## src/ptp_pkg.sv

```systemverilog
// constants, register map and carrier types of the precision-time block
package ptp_pkg;

  // ************************************************************
  // timing
  // ************************************************************
  localparam int CLK_PERIOD_PS = 4000;
  localparam int TICK_NS       = 40;
  localparam int TICK_CYC      = (TICK_NS * 1000) / CLK_PERIOD_PS;
  localparam logic [31:0] NS_PER_SEC = 32'h3B9ACA00;
  localparam logic [31:0] NS_STEP    = 32'h00000028;

  // ************************************************************
  // register indices, byte address is four times the index
  // ************************************************************
  localparam logic [11:0] IDX_CTRL      = 12'h600;
  localparam logic [11:0] IDX_LOAD_NS   = 12'h604;
  localparam logic [11:0] IDX_LOAD_S    = 12'h608;
  localparam logic [11:0] IDX_RATE      = 12'h610;
  localparam logic [11:0] IDX_DUR       = 12'h614;
  localparam logic [11:0] IDX_CFG1      = 12'h620;
  localparam logic [11:0] IDX_CFG2      = 12'h622;
  localparam logic [11:0] IDX_DOMVER    = 12'h624;
  localparam logic [11:0] IDX_TX_LAT    = 12'h640;
  localparam logic [11:0] IDX_ASYM      = 12'h644;
  localparam logic [11:0] IDX_LINK      = 12'h646;
  localparam logic [11:0] IDX_DREQ_TS   = 12'h648;
  localparam logic [11:0] IDX_SYNC_TS   = 12'h64C;
  localparam logic [11:0] IDX_PDRESP_TS = 12'h650;
  localparam logic [11:0] IDX_TS_IS     = 12'h68C;
  localparam logic [11:0] IDX_TS_IE     = 12'h68E;

  // control register fields
  localparam int CTL_RUN_N = 0;
  localparam int CTL_EN    = 1;
  localparam int CTL_LOAD  = 2;
  localparam int CTL_CONT  = 3;
  localparam int CTL_DIR   = 4;
  localparam int CTL_TEMP  = 5;
  localparam logic [5:0] CTRL_RST = 6'h00;

  // message configuration fields
  localparam int CF1_PTP_EN  = 0;
  localparam int CF1_DET_EN  = 1;
  localparam int CF1_ETH     = 2;
  localparam int CF1_IPV4    = 3;
  localparam int CF1_IPV6    = 4;
  localparam int CF1_ONESTEP = 5;
  localparam int CF1_CSUM_RC = 6;
  localparam int CF2_PAIR    = 0;
  localparam logic [15:0] CFG_RST    = 16'h0000;
  localparam logic [15:0] DOMVER_RST = 16'h0200;

  // timestamp status bits
  localparam int TS_SYNC   = 0;
  localparam int TS_DREQ   = 1;
  localparam int TS_PDRESP = 2;

  // message types and encapsulations
  localparam logic [3:0] MT_SYNC   = 4'h0;
  localparam logic [3:0] MT_DREQ   = 4'h1;
  localparam logic [3:0] MT_PDREQ  = 4'h2;
  localparam logic [3:0] MT_PDRESP = 4'h3;
  localparam logic [3:0] MT_FUP    = 4'h8;
  localparam logic [3:0] MT_DRESP  = 4'h9;
  localparam logic [1:0] ENC_ETH   = 2'h0;
  localparam logic [1:0] ENC_IPV4  = 2'h1;
  localparam logic [1:0] ENC_IPV6  = 2'h2;
  localparam logic [1:0] PORT_NUM  = 2'h1;

  typedef enum logic [1:0] {CORR_NONE, CORR_RESID, CORR_LINK, CORR_TURN} corr_op_t;
  typedef enum logic [1:0] {CSUM_KEEP, CSUM_RECALC, CSUM_ZERO} csum_op_t;

  typedef struct packed {
    logic [3:0] msg_type;
    logic [1:0] encap;
    logic [7:0] domain;
    logic [3:0] version;
  } rx_hdr_t;

  typedef struct packed {
    logic        valid;
    logic        is_ptp;
    logic        forward;
    logic [1:0]  port;
    logic [31:0] sec;
    logic [29:0] ns;
  } rx_res_t;

  typedef struct packed {
    logic [3:0]  msg_type;
    logic [1:0]  encap;
    corr_op_t    corr_op;
    logic [31:0] correction;
    logic [31:0] add_time;
  } tx_hdr_t;

  typedef struct packed {
    logic        valid;
    logic        high_prio;
    logic        clear_rsvd;
    logic        insert_origin;
    csum_op_t    csum_op;
    logic [31:0] correction;
    logic [31:0] origin_sec;
    logic [29:0] origin_ns;
  } tx_res_t;

endpackage

```

## src/ptp_clock_adjust_and_timestamping.sv

```systemverilog
// time counter with rate adjustment, ptp ingress filter and egress timestamping
//
// Function
// RL1 - nanoseconds advance by 39, 40 or 41 every 40ns tick
// RL2 - continuous mode adjusts sub-nanoseconds by rate every tick
// RL3 - direction bit zero adds the rate, one subtracts it
// RL4 - rate counts in 2^-32 ns per 40ns tick
// RL5 - correction starts on the tick after the rate write
// RL6 - clearing continuous bit or zero rate stops correction
// RL7 - temporary mode runs for programmed duration, counter then rests at zero
// RL8 - temporary bit reads one while running, clears itself when done
// RL9 - software sets temporary bit again to reload rate and duration
// RL10 - software writes duration and rate low before rate high
// RL11 - software resets counter, loads start value, then enables it
// RL12 - ptp processing only when enabled, per enabled encapsulation; egress ignores encapsulation, correction and checksum edits ungated
// RL13 - ipv4 checksum recalculated or zeroed as set, ipv6 always updated
// RL14 - receive timestamp captured at start-of-frame delimiter
// RL15 - receive latency and asymmetry never applied to captured timestamps
// RL16 - ingress timestamp and port embedded in received header
// RL17 - drop wrong domain or version, never forward version one
// RL18 - unpaired messages withheld from host when filter enabled
// RL19 - ptp frames go to the highest priority egress queue
// RL20 - correction field gets residence, link delay or turnaround time
// RL21 - reserved header fields cleared before transmit
// RL22 - one-step mode inserts origin timestamp into sync
// RL23 - egress timestamps latched per type, status set, interrupt if enabled
// RL24 - transmit latency added to latched egress timestamps
// RL25 - asymmetry subtracted from correction of delay and peer delay requests
`timescale 1ns/1ps
`default_nettype none

module ptp_clock_adjust_and_timestamping #(
  parameter int ADDR_W = 14
) (
  input  wire logic              pclk,
  input  wire logic              presetn,
  input  wire logic              psel,
  input  wire logic              penable,
  input  wire logic              pwrite,
  input  wire logic [ADDR_W-1:0] paddr,
  input  wire logic [31:0]       pwdata,
  output logic      [31:0]       prdata,
  output logic                   pready,
  output logic                   pslverr,
  input  wire logic              rx_sfd,
  input  wire logic              rx_hdr_valid,
  input  wire ptp_pkg::rx_hdr_t  rx_hdr,
  output ptp_pkg::rx_res_t       rx_res,
  input  wire logic              tx_req,
  input  wire ptp_pkg::tx_hdr_t  tx_hdr,
  output ptp_pkg::tx_res_t       tx_res,
  input  wire logic              tx_sent,
  input  wire logic [3:0]        tx_sent_type,
  output logic                   ts_irq
);

  typedef struct packed {
    logic [7:0]       tick_cnt;
    logic [5:0]       ctrl;
    logic [29:0]      load_ns;
    logic [31:0]      load_s;
    logic [31:0]      rate;
    logic [31:0]      dur;
    logic [31:0]      dur_cnt;
    logic [31:0]      rate_int;
    logic [31:0]      sec;
    logic [29:0]      ns;
    logic [31:0]      subns;
    logic [15:0]      cfg1;
    logic [15:0]      cfg2;
    logic [15:0]      domver;
    logic [15:0]      tx_lat;
    logic [15:0]      asym;
    logic [15:0]      link;
    logic [31:0]      dreq_ts;
    logic [31:0]      sync_ts;
    logic [31:0]      pdresp_ts;
    logic [2:0]       ts_is;
    logic [2:0]       ts_ie;
    logic [31:0]      sfd_sec;
    logic [29:0]      sfd_ns;
    ptp_pkg::rx_res_t rx;
    ptp_pkg::tx_res_t tx;
    logic             irq;
    logic             pready;
    logic             pslverr;
    logic [31:0]      prdata;
  } state_t;

  state_t      st_ff;
  state_t      nxt_st;
  logic        tick;
  logic        run;
  logic        adj;
  logic [31:0] rate_use;
  logic [32:0] sub_sum;
  logic [31:0] ns_sum;
  logic [11:0] idx;
  logic        acc;
  logic        wr;
  logic        hit;
  logic [31:0] rd;
  logic        enc_on;
  logic        proc;
  logic        paired;
  logic [31:0] lat32;
  logic [2:0]  ts_set;

  // ************************************************************
  // combinational helpers
  // ************************************************************
  // word index from byte address; accesses complete on the ready cycle
  always_comb
  begin
    idx  = 12'(paddr >> 2);
    acc  = psel & penable & st_ff.pready;
    wr   = acc & pwrite;
    run  = st_ff.ctrl[ptp_pkg::CTL_RUN_N] & st_ff.ctrl[ptp_pkg::CTL_EN];
    tick = run && (st_ff.tick_cnt == 8'(ptp_pkg::TICK_CYC - 1));
    proc = st_ff.cfg1[ptp_pkg::CF1_PTP_EN] & st_ff.cfg1[ptp_pkg::CF1_DET_EN]; // RL12
    lat32 = {16'h0000, st_ff.tx_lat};
  end

  // rate step: temporary mode uses its private copy, zero rate leaves the sub-nanoseconds untouched
  always_comb
  begin
    adj      = st_ff.ctrl[ptp_pkg::CTL_TEMP] ? (st_ff.dur_cnt != 32'h0) :
               st_ff.ctrl[ptp_pkg::CTL_CONT]; // RL6 RL7
    rate_use = st_ff.ctrl[ptp_pkg::CTL_TEMP] ? st_ff.rate_int : st_ff.rate;
    if (!adj)
      sub_sum = {1'b0, st_ff.subns};
    else if (st_ff.ctrl[ptp_pkg::CTL_DIR])
      sub_sum = {1'b0, st_ff.subns} - {1'b0, rate_use}; // RL3
    else
      sub_sum = {1'b0, st_ff.subns} + {1'b0, rate_use}; // RL2 RL4
    // carry or borrow moves the nanosecond step to 41 or 39
    if (!sub_sum[32])
      ns_sum = {2'b00, st_ff.ns} + ptp_pkg::NS_STEP; // RL1
    else if (st_ff.ctrl[ptp_pkg::CTL_DIR])
      ns_sum = {2'b00, st_ff.ns} + ptp_pkg::NS_STEP - 32'h1;
    else
      ns_sum = {2'b00, st_ff.ns} + ptp_pkg::NS_STEP + 32'h1;
  end

  // encapsulation enable and pairing check for the received header
  always_comb
  begin
    case (rx_hdr.encap)
      ptp_pkg::ENC_ETH:  enc_on = st_ff.cfg1[ptp_pkg::CF1_ETH];
      ptp_pkg::ENC_IPV4: enc_on = st_ff.cfg1[ptp_pkg::CF1_IPV4];
      ptp_pkg::ENC_IPV6: enc_on = st_ff.cfg1[ptp_pkg::CF1_IPV6];
      default:           enc_on = 1'b0;
    endcase
    paired = rx_hdr.msg_type inside {ptp_pkg::MT_SYNC, ptp_pkg::MT_DREQ,
             ptp_pkg::MT_PDREQ, ptp_pkg::MT_PDRESP, ptp_pkg::MT_FUP,
             ptp_pkg::MT_DRESP}; // RL18
  end

  // read mux; the live counter is shown at the load offsets
  always_comb
  begin
    hit = 1'b1;
    rd  = 32'h0;
    case (idx)
      ptp_pkg::IDX_CTRL:      rd = {26'h0, st_ff.ctrl};
      ptp_pkg::IDX_LOAD_NS:   rd = {2'b00, st_ff.ns};
      ptp_pkg::IDX_LOAD_S:    rd = st_ff.sec;
      ptp_pkg::IDX_RATE:      rd = st_ff.rate;
      ptp_pkg::IDX_DUR:       rd = st_ff.dur;
      ptp_pkg::IDX_CFG1:      rd = {16'h0, st_ff.cfg1};
      ptp_pkg::IDX_CFG2:      rd = {16'h0, st_ff.cfg2};
      ptp_pkg::IDX_DOMVER:    rd = {16'h0, st_ff.domver};
      ptp_pkg::IDX_TX_LAT:    rd = {16'h0, st_ff.tx_lat};
      ptp_pkg::IDX_ASYM:      rd = {16'h0, st_ff.asym};
      ptp_pkg::IDX_LINK:      rd = {16'h0, st_ff.link};
      ptp_pkg::IDX_DREQ_TS:   rd = st_ff.dreq_ts;
      ptp_pkg::IDX_SYNC_TS:   rd = st_ff.sync_ts;
      ptp_pkg::IDX_PDRESP_TS: rd = st_ff.pdresp_ts;
      ptp_pkg::IDX_TS_IS:     rd = {29'h0, st_ff.ts_is};
      ptp_pkg::IDX_TS_IE:     rd = {29'h0, st_ff.ts_ie};
      default:                hit = 1'b0;
    endcase
  end

  // ************************************************************
  // next state
  // ************************************************************
  always_comb
  begin
    nxt_st = st_ff;
    // bus answer: ready one cycle after setup, data sampled in setup
    nxt_st.pready  = psel & ~penable;
    nxt_st.prdata  = (psel & ~penable & ~pwrite) ? rd : 32'h0;
    nxt_st.pslverr = psel & ~penable & ~hit;
    nxt_st.ctrl[ptp_pkg::CTL_LOAD] = 1'b0;
    nxt_st.tick_cnt = (!run || tick) ? 8'h00 : st_ff.tick_cnt + 8'h01;

    // time counter advance, temporary duration countdown
    if (tick)
    begin
      nxt_st.subns = sub_sum[31:0];
      if (ns_sum >= ptp_pkg::NS_PER_SEC)
      begin
        nxt_st.ns  = 30'(ns_sum - ptp_pkg::NS_PER_SEC);
        nxt_st.sec = st_ff.sec + 32'h1;
      end
      else
        nxt_st.ns = ns_sum[29:0];
      if (st_ff.ctrl[ptp_pkg::CTL_TEMP])
      begin
        if (st_ff.dur_cnt > 32'h1)
          nxt_st.dur_cnt = st_ff.dur_cnt - 32'h1; // RL7
        else
        begin
          nxt_st.dur_cnt = 32'h0; // RL7
          nxt_st.ctrl[ptp_pkg::CTL_TEMP] = 1'b0; // RL8
        end
      end
    end

    // register writes; rate takes effect on the next tick, in temporary mode only once the temporary bit is set again
    if (wr && hit)
    begin
      case (idx)
        ptp_pkg::IDX_CTRL:
        begin
          nxt_st.ctrl[4:0] = pwdata[4:0];
          nxt_st.ctrl[ptp_pkg::CTL_TEMP] = pwdata[ptp_pkg::CTL_TEMP] |
                                           nxt_st.ctrl[ptp_pkg::CTL_TEMP];
          if (pwdata[ptp_pkg::CTL_TEMP])
          begin
            nxt_st.dur_cnt  = st_ff.dur; // RL9
            nxt_st.rate_int = st_ff.rate;
          end
          if (pwdata[ptp_pkg::CTL_LOAD])
          begin
            nxt_st.ns    = st_ff.load_ns;
            nxt_st.sec   = st_ff.load_s;
            nxt_st.subns = 32'h0;
          end
        end
        ptp_pkg::IDX_LOAD_NS: nxt_st.load_ns = pwdata[29:0];
        ptp_pkg::IDX_LOAD_S:  nxt_st.load_s  = pwdata;
        ptp_pkg::IDX_RATE:    nxt_st.rate    = pwdata; // RL5
        ptp_pkg::IDX_DUR:     nxt_st.dur     = pwdata;
        ptp_pkg::IDX_CFG1:    nxt_st.cfg1    = pwdata[15:0];
        ptp_pkg::IDX_CFG2:    nxt_st.cfg2    = pwdata[15:0];
        ptp_pkg::IDX_DOMVER:  nxt_st.domver  = pwdata[15:0];
        ptp_pkg::IDX_TX_LAT:  nxt_st.tx_lat  = pwdata[15:0];
        ptp_pkg::IDX_ASYM:    nxt_st.asym    = pwdata[15:0];
        ptp_pkg::IDX_LINK:    nxt_st.link    = pwdata[15:0];
        ptp_pkg::IDX_TS_IE:   nxt_st.ts_ie   = pwdata[2:0];
        default:              nxt_st.ctrl    = st_ff.ctrl;
      endcase
    end

    // a counter held in reset this cycle and the next is zeroed whatever else happens
    if (!st_ff.ctrl[ptp_pkg::CTL_RUN_N] && !nxt_st.ctrl[ptp_pkg::CTL_RUN_N])
    begin
      nxt_st.ns    = 30'h0;
      nxt_st.sec   = 32'h0;
      nxt_st.subns = 32'h0;
    end

    // ingress: raw timestamp at the delimiter, no latency applied
    if (rx_sfd)
    begin
      nxt_st.sfd_sec = st_ff.sec; // RL14 RL15
      nxt_st.sfd_ns  = st_ff.ns;
    end
    nxt_st.rx.valid = rx_hdr_valid;
    if (rx_hdr_valid)
    begin
      nxt_st.rx.is_ptp  = proc & enc_on; // RL12
      nxt_st.rx.forward = !(proc & enc_on) ||
                          ((rx_hdr.domain == st_ff.domver[7:0]) &&
                           (rx_hdr.version == st_ff.domver[11:8]) &&
                           (rx_hdr.version != 4'h1) &&
                           (paired || !st_ff.cfg2[ptp_pkg::CF2_PAIR])); // RL17 RL18
      nxt_st.rx.port = ptp_pkg::PORT_NUM; // RL16
      nxt_st.rx.sec  = st_ff.sfd_sec;
      nxt_st.rx.ns   = st_ff.sfd_ns;
    end

    // egress header edit, one cycle after the request
    nxt_st.tx.valid = tx_req;
    if (tx_req)
    begin
      nxt_st.tx.high_prio  = proc; // RL19
      nxt_st.tx.clear_rsvd = proc; // RL21
      nxt_st.tx.insert_origin = proc && st_ff.cfg1[ptp_pkg::CF1_ONESTEP] &&
                                (tx_hdr.msg_type == ptp_pkg::MT_SYNC); // RL22
      nxt_st.tx.origin_sec = st_ff.sec;
      nxt_st.tx.origin_ns  = st_ff.ns;
      case (tx_hdr.encap)
        ptp_pkg::ENC_IPV4: nxt_st.tx.csum_op = st_ff.cfg1[ptp_pkg::CF1_CSUM_RC] ?
                             ptp_pkg::CSUM_RECALC : ptp_pkg::CSUM_ZERO; // RL13
        ptp_pkg::ENC_IPV6: nxt_st.tx.csum_op = ptp_pkg::CSUM_RECALC; // RL13
        default:           nxt_st.tx.csum_op = ptp_pkg::CSUM_KEEP;
      endcase
      case (tx_hdr.corr_op)
        ptp_pkg::CORR_LINK: nxt_st.tx.correction = tx_hdr.correction +
                              {16'h0000, st_ff.link}; // RL20
        ptp_pkg::CORR_NONE: nxt_st.tx.correction = tx_hdr.correction;
        default:            nxt_st.tx.correction = tx_hdr.correction +
                              tx_hdr.add_time; // RL20
      endcase
      if (tx_hdr.msg_type == ptp_pkg::MT_DREQ || tx_hdr.msg_type == ptp_pkg::MT_PDREQ)
        nxt_st.tx.correction = nxt_st.tx.correction - {16'h0000, st_ff.asym}; // RL25
    end

    // egress timestamp latches referenced to the wire
    ts_set = 3'h0;
    if (tx_sent)
    begin
      case (tx_sent_type)
        ptp_pkg::MT_SYNC:
        begin
          nxt_st.sync_ts = {2'b00, st_ff.ns} + lat32; // RL23 RL24
          ts_set[ptp_pkg::TS_SYNC] = 1'b1;
        end
        ptp_pkg::MT_DREQ, ptp_pkg::MT_PDREQ:
        begin
          nxt_st.dreq_ts = {2'b00, st_ff.ns} + lat32; // RL23 RL24
          ts_set[ptp_pkg::TS_DREQ] = 1'b1;
        end
        ptp_pkg::MT_PDRESP:
        begin
          nxt_st.pdresp_ts = {2'b00, st_ff.ns} + lat32; // RL23 RL24
          ts_set[ptp_pkg::TS_PDRESP] = 1'b1;
        end
        default: ts_set = 3'h0;
      endcase
    end
    // write-one-to-clear; a new latch in the same cycle wins
    if (wr && idx == ptp_pkg::IDX_TS_IS)
      nxt_st.ts_is = (st_ff.ts_is & ~pwdata[2:0]) | ts_set; // RL23
    else
      nxt_st.ts_is = st_ff.ts_is | ts_set; // RL23
    nxt_st.irq = |(nxt_st.ts_is & nxt_st.ts_ie); // RL23
  end

  // ************************************************************
  // state register
  // ************************************************************
  always_ff @(posedge pclk or negedge presetn)
  begin
    if (!presetn)
    begin
      st_ff        <= '0;
      st_ff.ctrl   <= ptp_pkg::CTRL_RST;
      st_ff.cfg1   <= ptp_pkg::CFG_RST;
      st_ff.domver <= ptp_pkg::DOMVER_RST;
    end
    else
      st_ff <= nxt_st;
  end

  assign prdata  = st_ff.prdata;
  assign pready  = st_ff.pready;
  assign pslverr = st_ff.pslverr;
  assign rx_res  = st_ff.rx;
  assign tx_res  = st_ff.tx;
  assign ts_irq  = st_ff.irq;
endmodule

`default_nettype wire

```

## config.mk

```make
export PLATFORM = sky130hd
export DESIGN_NAME = ptp_clock_adjust_and_timestamping
export DESIGN_NICKNAME = d
export VERILOG_FILES = /design/src/ptp_pkg.sv /design/src/ptp_clock_adjust_and_timestamping.sv
export SDC_FILE = /design/constraint.sdc
export NUM_CORES = 2
export LEC_CHECK = 0
export ABC_AREA = 1
export BUFFER_PORTS_ARGS = -buffer_cell sky130_fd_sc_hd__buf_2
export CAP_MARGIN = 20
export CORE_ASPECT_RATIO = 1.1
export CORE_MARGIN = 5
export CORE_UTILIZATION = 30
export CTS_CLUSTER_SIZE = 10
export DETAILED_ROUTE_END_ITERATION = 16
export GPL_ROUTABILITY_DRIVEN = 1
export GPL_TIMING_DRIVEN = 0
export HOLD_SLACK_MARGIN = 0.03
export PLACE_DENSITY = 0.53
export SYNTH_ARGS = -nofsm -noshare
export SYNTH_HDL_FRONTEND = slang
export SYNTH_SLANG_ARGS = --single-unit
```

## constraint.sdc

```tcl
create_clock -name pclk -period 7.4 [get_ports pclk]
set_input_delay 1.11 -clock pclk [delete_from_list [all_inputs] [get_ports pclk]]
set_output_delay 1.11 -clock pclk [all_outputs]
set_load 0.01 [all_outputs]
```

==> impl_results.md <==
- Status: finished, final reports clean
- Unrepaired setup endpoints after global routing: false
- Max FO, Critical Path: 10
- First-pass GRT wire length: 281300 µm
- Min Clock Period, post-route: 7.104 ns
- CTS root buffer: clkbuf_16
- Vias per std cell: 5.137
- FILL cells: 15830
- Pin slew with the least headroom to its limit: 1.232 ns
- Num Clock Sinks: 755
- Endpoints failing hold: 0
- Placed Cells: 8306
- Final setup margin: 0.2962 ns
- Die height: 413.8 µm
- Clk pwr share: 0.458
- Crit start category: flop
- Synth Net Count: 6256
- Routed WL: 195500 µm
- Gate power share: 0.100
- Final setup violation count: 0
- Worst Setup Slack post-DPL: -0.3375 ns
- Total power: 9.694 mW
- Layout Area Growth over Synthesis: 16.71%
- Core box area: 0.1476 mm²
- TritonRoute pass-1 iters: 6
- Post-synth top area share: 0.4242
- Fmax: 140.8 MHz
- Initial antenna violation count: 22
- Clock Pin Slew Worst Setup and Hold Paths: 0.06 ns
- Peak VDD IR: 0.1547 mV
- Critical Path Most Common Cell: nand2_1
- Hold Crit Class: in -> async
- Mapped Area: 0.04448 mm²
- Placed cell areas: 0.04899 mm²
- Internal power: 7.114 mW
- Crit path capture type: flop
- WL/cell: 23.12 µm
- NetSw: 2.579 mW
- Ys async rst share: 1.000
- DP HPWL: 151200 µm
- Initial Util: 0.3014
- H-tree depth: 3
- Sequential element share of the synthesized area: 0.4248
- Die W: 377.1 µm
- Clock tree buffer depth: 3
- Power per standard cell area: 186.7 mW/mm²
- Max-slew headroom: 0.1788
- CP max stage cell: dfrtp_1
- WP data required: 7.96 ns
- CTS tree: done
- Syn_area_per_cell: 7.419 µm²
- Synth area leaders: dfrtp_1 (42%), nand2_1 (14%), o21ai_0 (7.9%)
- Max Clock Skew: 0.05012 ns
- Residual DRC count: 0
- Clk_lat worst skew: 0.73 ns
- Die area: 0.1561 mm²
- Fin Setup TNS: 0 ns
- Largest net degree at the start of global routing: 117
- Leading area contributor after synthesis: dfrtp_1
- Top FF cell, synth: dfrtp_1
- EDFF count, synth: 0
- I/O pins: 351
- Switching share of power: 0.2661
- Overflow after GRT: 0
- #FFs+latches synth: 755
- Nets: 6714
- Via count: 43440
- Cells after Synth: 5995
- Gr usage total: 0.2431
- Post-route cell area: 0.05191 mm²
- Max cap viols: 0
- Yosys cell types: 70
- Crit Path Category: reg -> reg
- Synth Warn #: 0
- Crit-path max cell delay: 0.58 ns
- TritonCTS Buffers: 92
- Flop pwr share: 0.442
- # port buffers: 345
- Lkg Pwr: 25.08 nW
- Vias in the first global route: 41320
- # rows: 148
- RD Place Congestion: 0.9638
- Initial DRC count: 4627
- CP arrival: 7.66 ns
- Final ANT Viol Nets: 0
- Final Non-Filler Cells: 8457
- Final worst-path cycle share: 0.9600
- Share of cells above drive strength 1: 0.1259
- Final Max Tran Viols: 0
## cell usage after synthesis, types with 12 or more instances
| cell | count |
|---|---|
| a31oi_1 | 23 |
| nand2_2 | 25 |
| nand4_1 | 86 |
| nor2_1 | 505 |
| nor4_1 | 19 |
| a221oi_1 | 40 |
| a21oi_1 | 262 |
| nand3_1 | 235 |
| inv_2 | 15 |
| nor3_1 | 65 |
| ha_1 | 108 |
| buf_4 | 206 |
| or2_2 | 18 |
| inv_1 | 591 |
| dfrtp_1 | 754 |
| nor2_2 | 14 |
| o22ai_1 | 29 |
| clkbuf_1 | 203 |
| o211ai_1 | 22 |
| xnor2_1 | 54 |
| o21ai_0 | 702 |
| a22o_1 | 16 |
| a211oi_1 | 23 |
| xor2_1 | 104 |
| o221ai_1 | 12 |
| o21ai_1 | 24 |
| nand2_1 | 1684 |
## sequential cells by signal, indices dropped and copies added (netlist names)
name,cells
st_ff,539
tx_res,99
rx_res,66
prdata,32
lat32,16
pready,1
pslverr,1
ts_irq,1
## repair_timing
item                                    CTS  global route
cloned                                    0             0
setup buffers                             0             4
endpoints found under the setup margin   52            53
hold buffers                              0             0
gates resized for setup                   4            17
pin swaps                                 0             4
## kinds of logic after synthesis
group | Yosys count | share of synthesized area
AND/OR/NAND/NOR | 2690 | 0.2491
AO/OA/AOI/OAI | 1225 | 0.1531
buffers and inverters | 1047 | 0.1076
flip-flops | 755 | 0.4248
XOR/XNOR | 161 | 0.03221
adder cells (fa/ha/maj) | 112 | 0.03218
multiplexers | 4 | 0.0009283
other | 1 | 0.00008431
## cell type report
type	count	area, µm²	area share
inverter	610	2292	0.04416
timing repair buffer	365	2112	0.04068
buffer	436	2506	0.04828
clock inverter	14	252.7	0.004869
antenna	11	27.53	0.0005302
sequential	755	18890	0.3640
clock buffer	123	2561	0.04934
tap	1950	2440	0.04700
multi-input combinational	4193	20830	0.4012
## cell usage in the layout, fill, tap and decap left out, drive strengths merged, types with 54 or more instances in the layout
cell,Yosys,layout
nor2,524,524
xnor2,54,54
ha,108,108
a21oi,266,266
xor2,107,107
clkbuf,203,326
nand4,86,86
nand2,1711,1711
dfrtp,754,754
inv,607,610
o21ai,727,727
nor3,68,68
buf,234,598
nand3,240,240
## layer usage
| layer | vias up | GRT usage | part of all wire |
|---|---|---|---|
| li1 | 20290 | - | - |
| met1 | 20990 | 0.3245 | 0.42 |
| met2 | 1816 | 0.3952 | 0.46 |
| met3 | 349 | 0.03564 | 0.075 |
| met4 | 2 | 0.1018 | 0.046 |
| met5 | - | 0 | 0.000056 |
## critical path, delay by kind of cell, from the launching register on
family          cells  cell delay (ns)
fa+ha+maj           1             0.38
xor+xnor            1             0.19
buf+inv             8             2.49
flops               1             0.58
simple gates       14             1.91
compound gates      6             1.34
## power groups by stage
stage,Clock [mW],Sequential [mW],Combinational [mW]
after floorplan,0,4.34,0.544
after global placement,0,4.37,0.950
after detailed placement,0,4.36,0.977
after CTS,4.51,4.29,0.981
after global routing,4.67,4.30,1.08
final,4.44,4.29,0.968
## final timing paths
check | from | end | slack, ns | cells after the start
max in group asynchronous | presetn | st_ff[473] | 5.10 | 4
hold reg to reg | st_ff[722] | st_ff[500] | 0.45 | 2
min in group pclk | st_ff[722] | st_ff[500] | 0.45 | 2
setup reg to reg | st_ff[750] | st_ff[509] | 0.30 | 30
hold / removal | presetn | rx_res[19] | 0.32 | 1
setup / recovery | st_ff[750] | st_ff[509] | 0.30 | 30
## stage by stage
step	hold WS (ns)	utilization
CTS	0.2973	0.3510
floorplan	0.4381	-
detailed placement	0.4511	0.3319
global route	0.3317	0.3516
global placement	0.4547	0.3296
finish	0.3219	0.3517
Power figures use the tool's default switching activity.
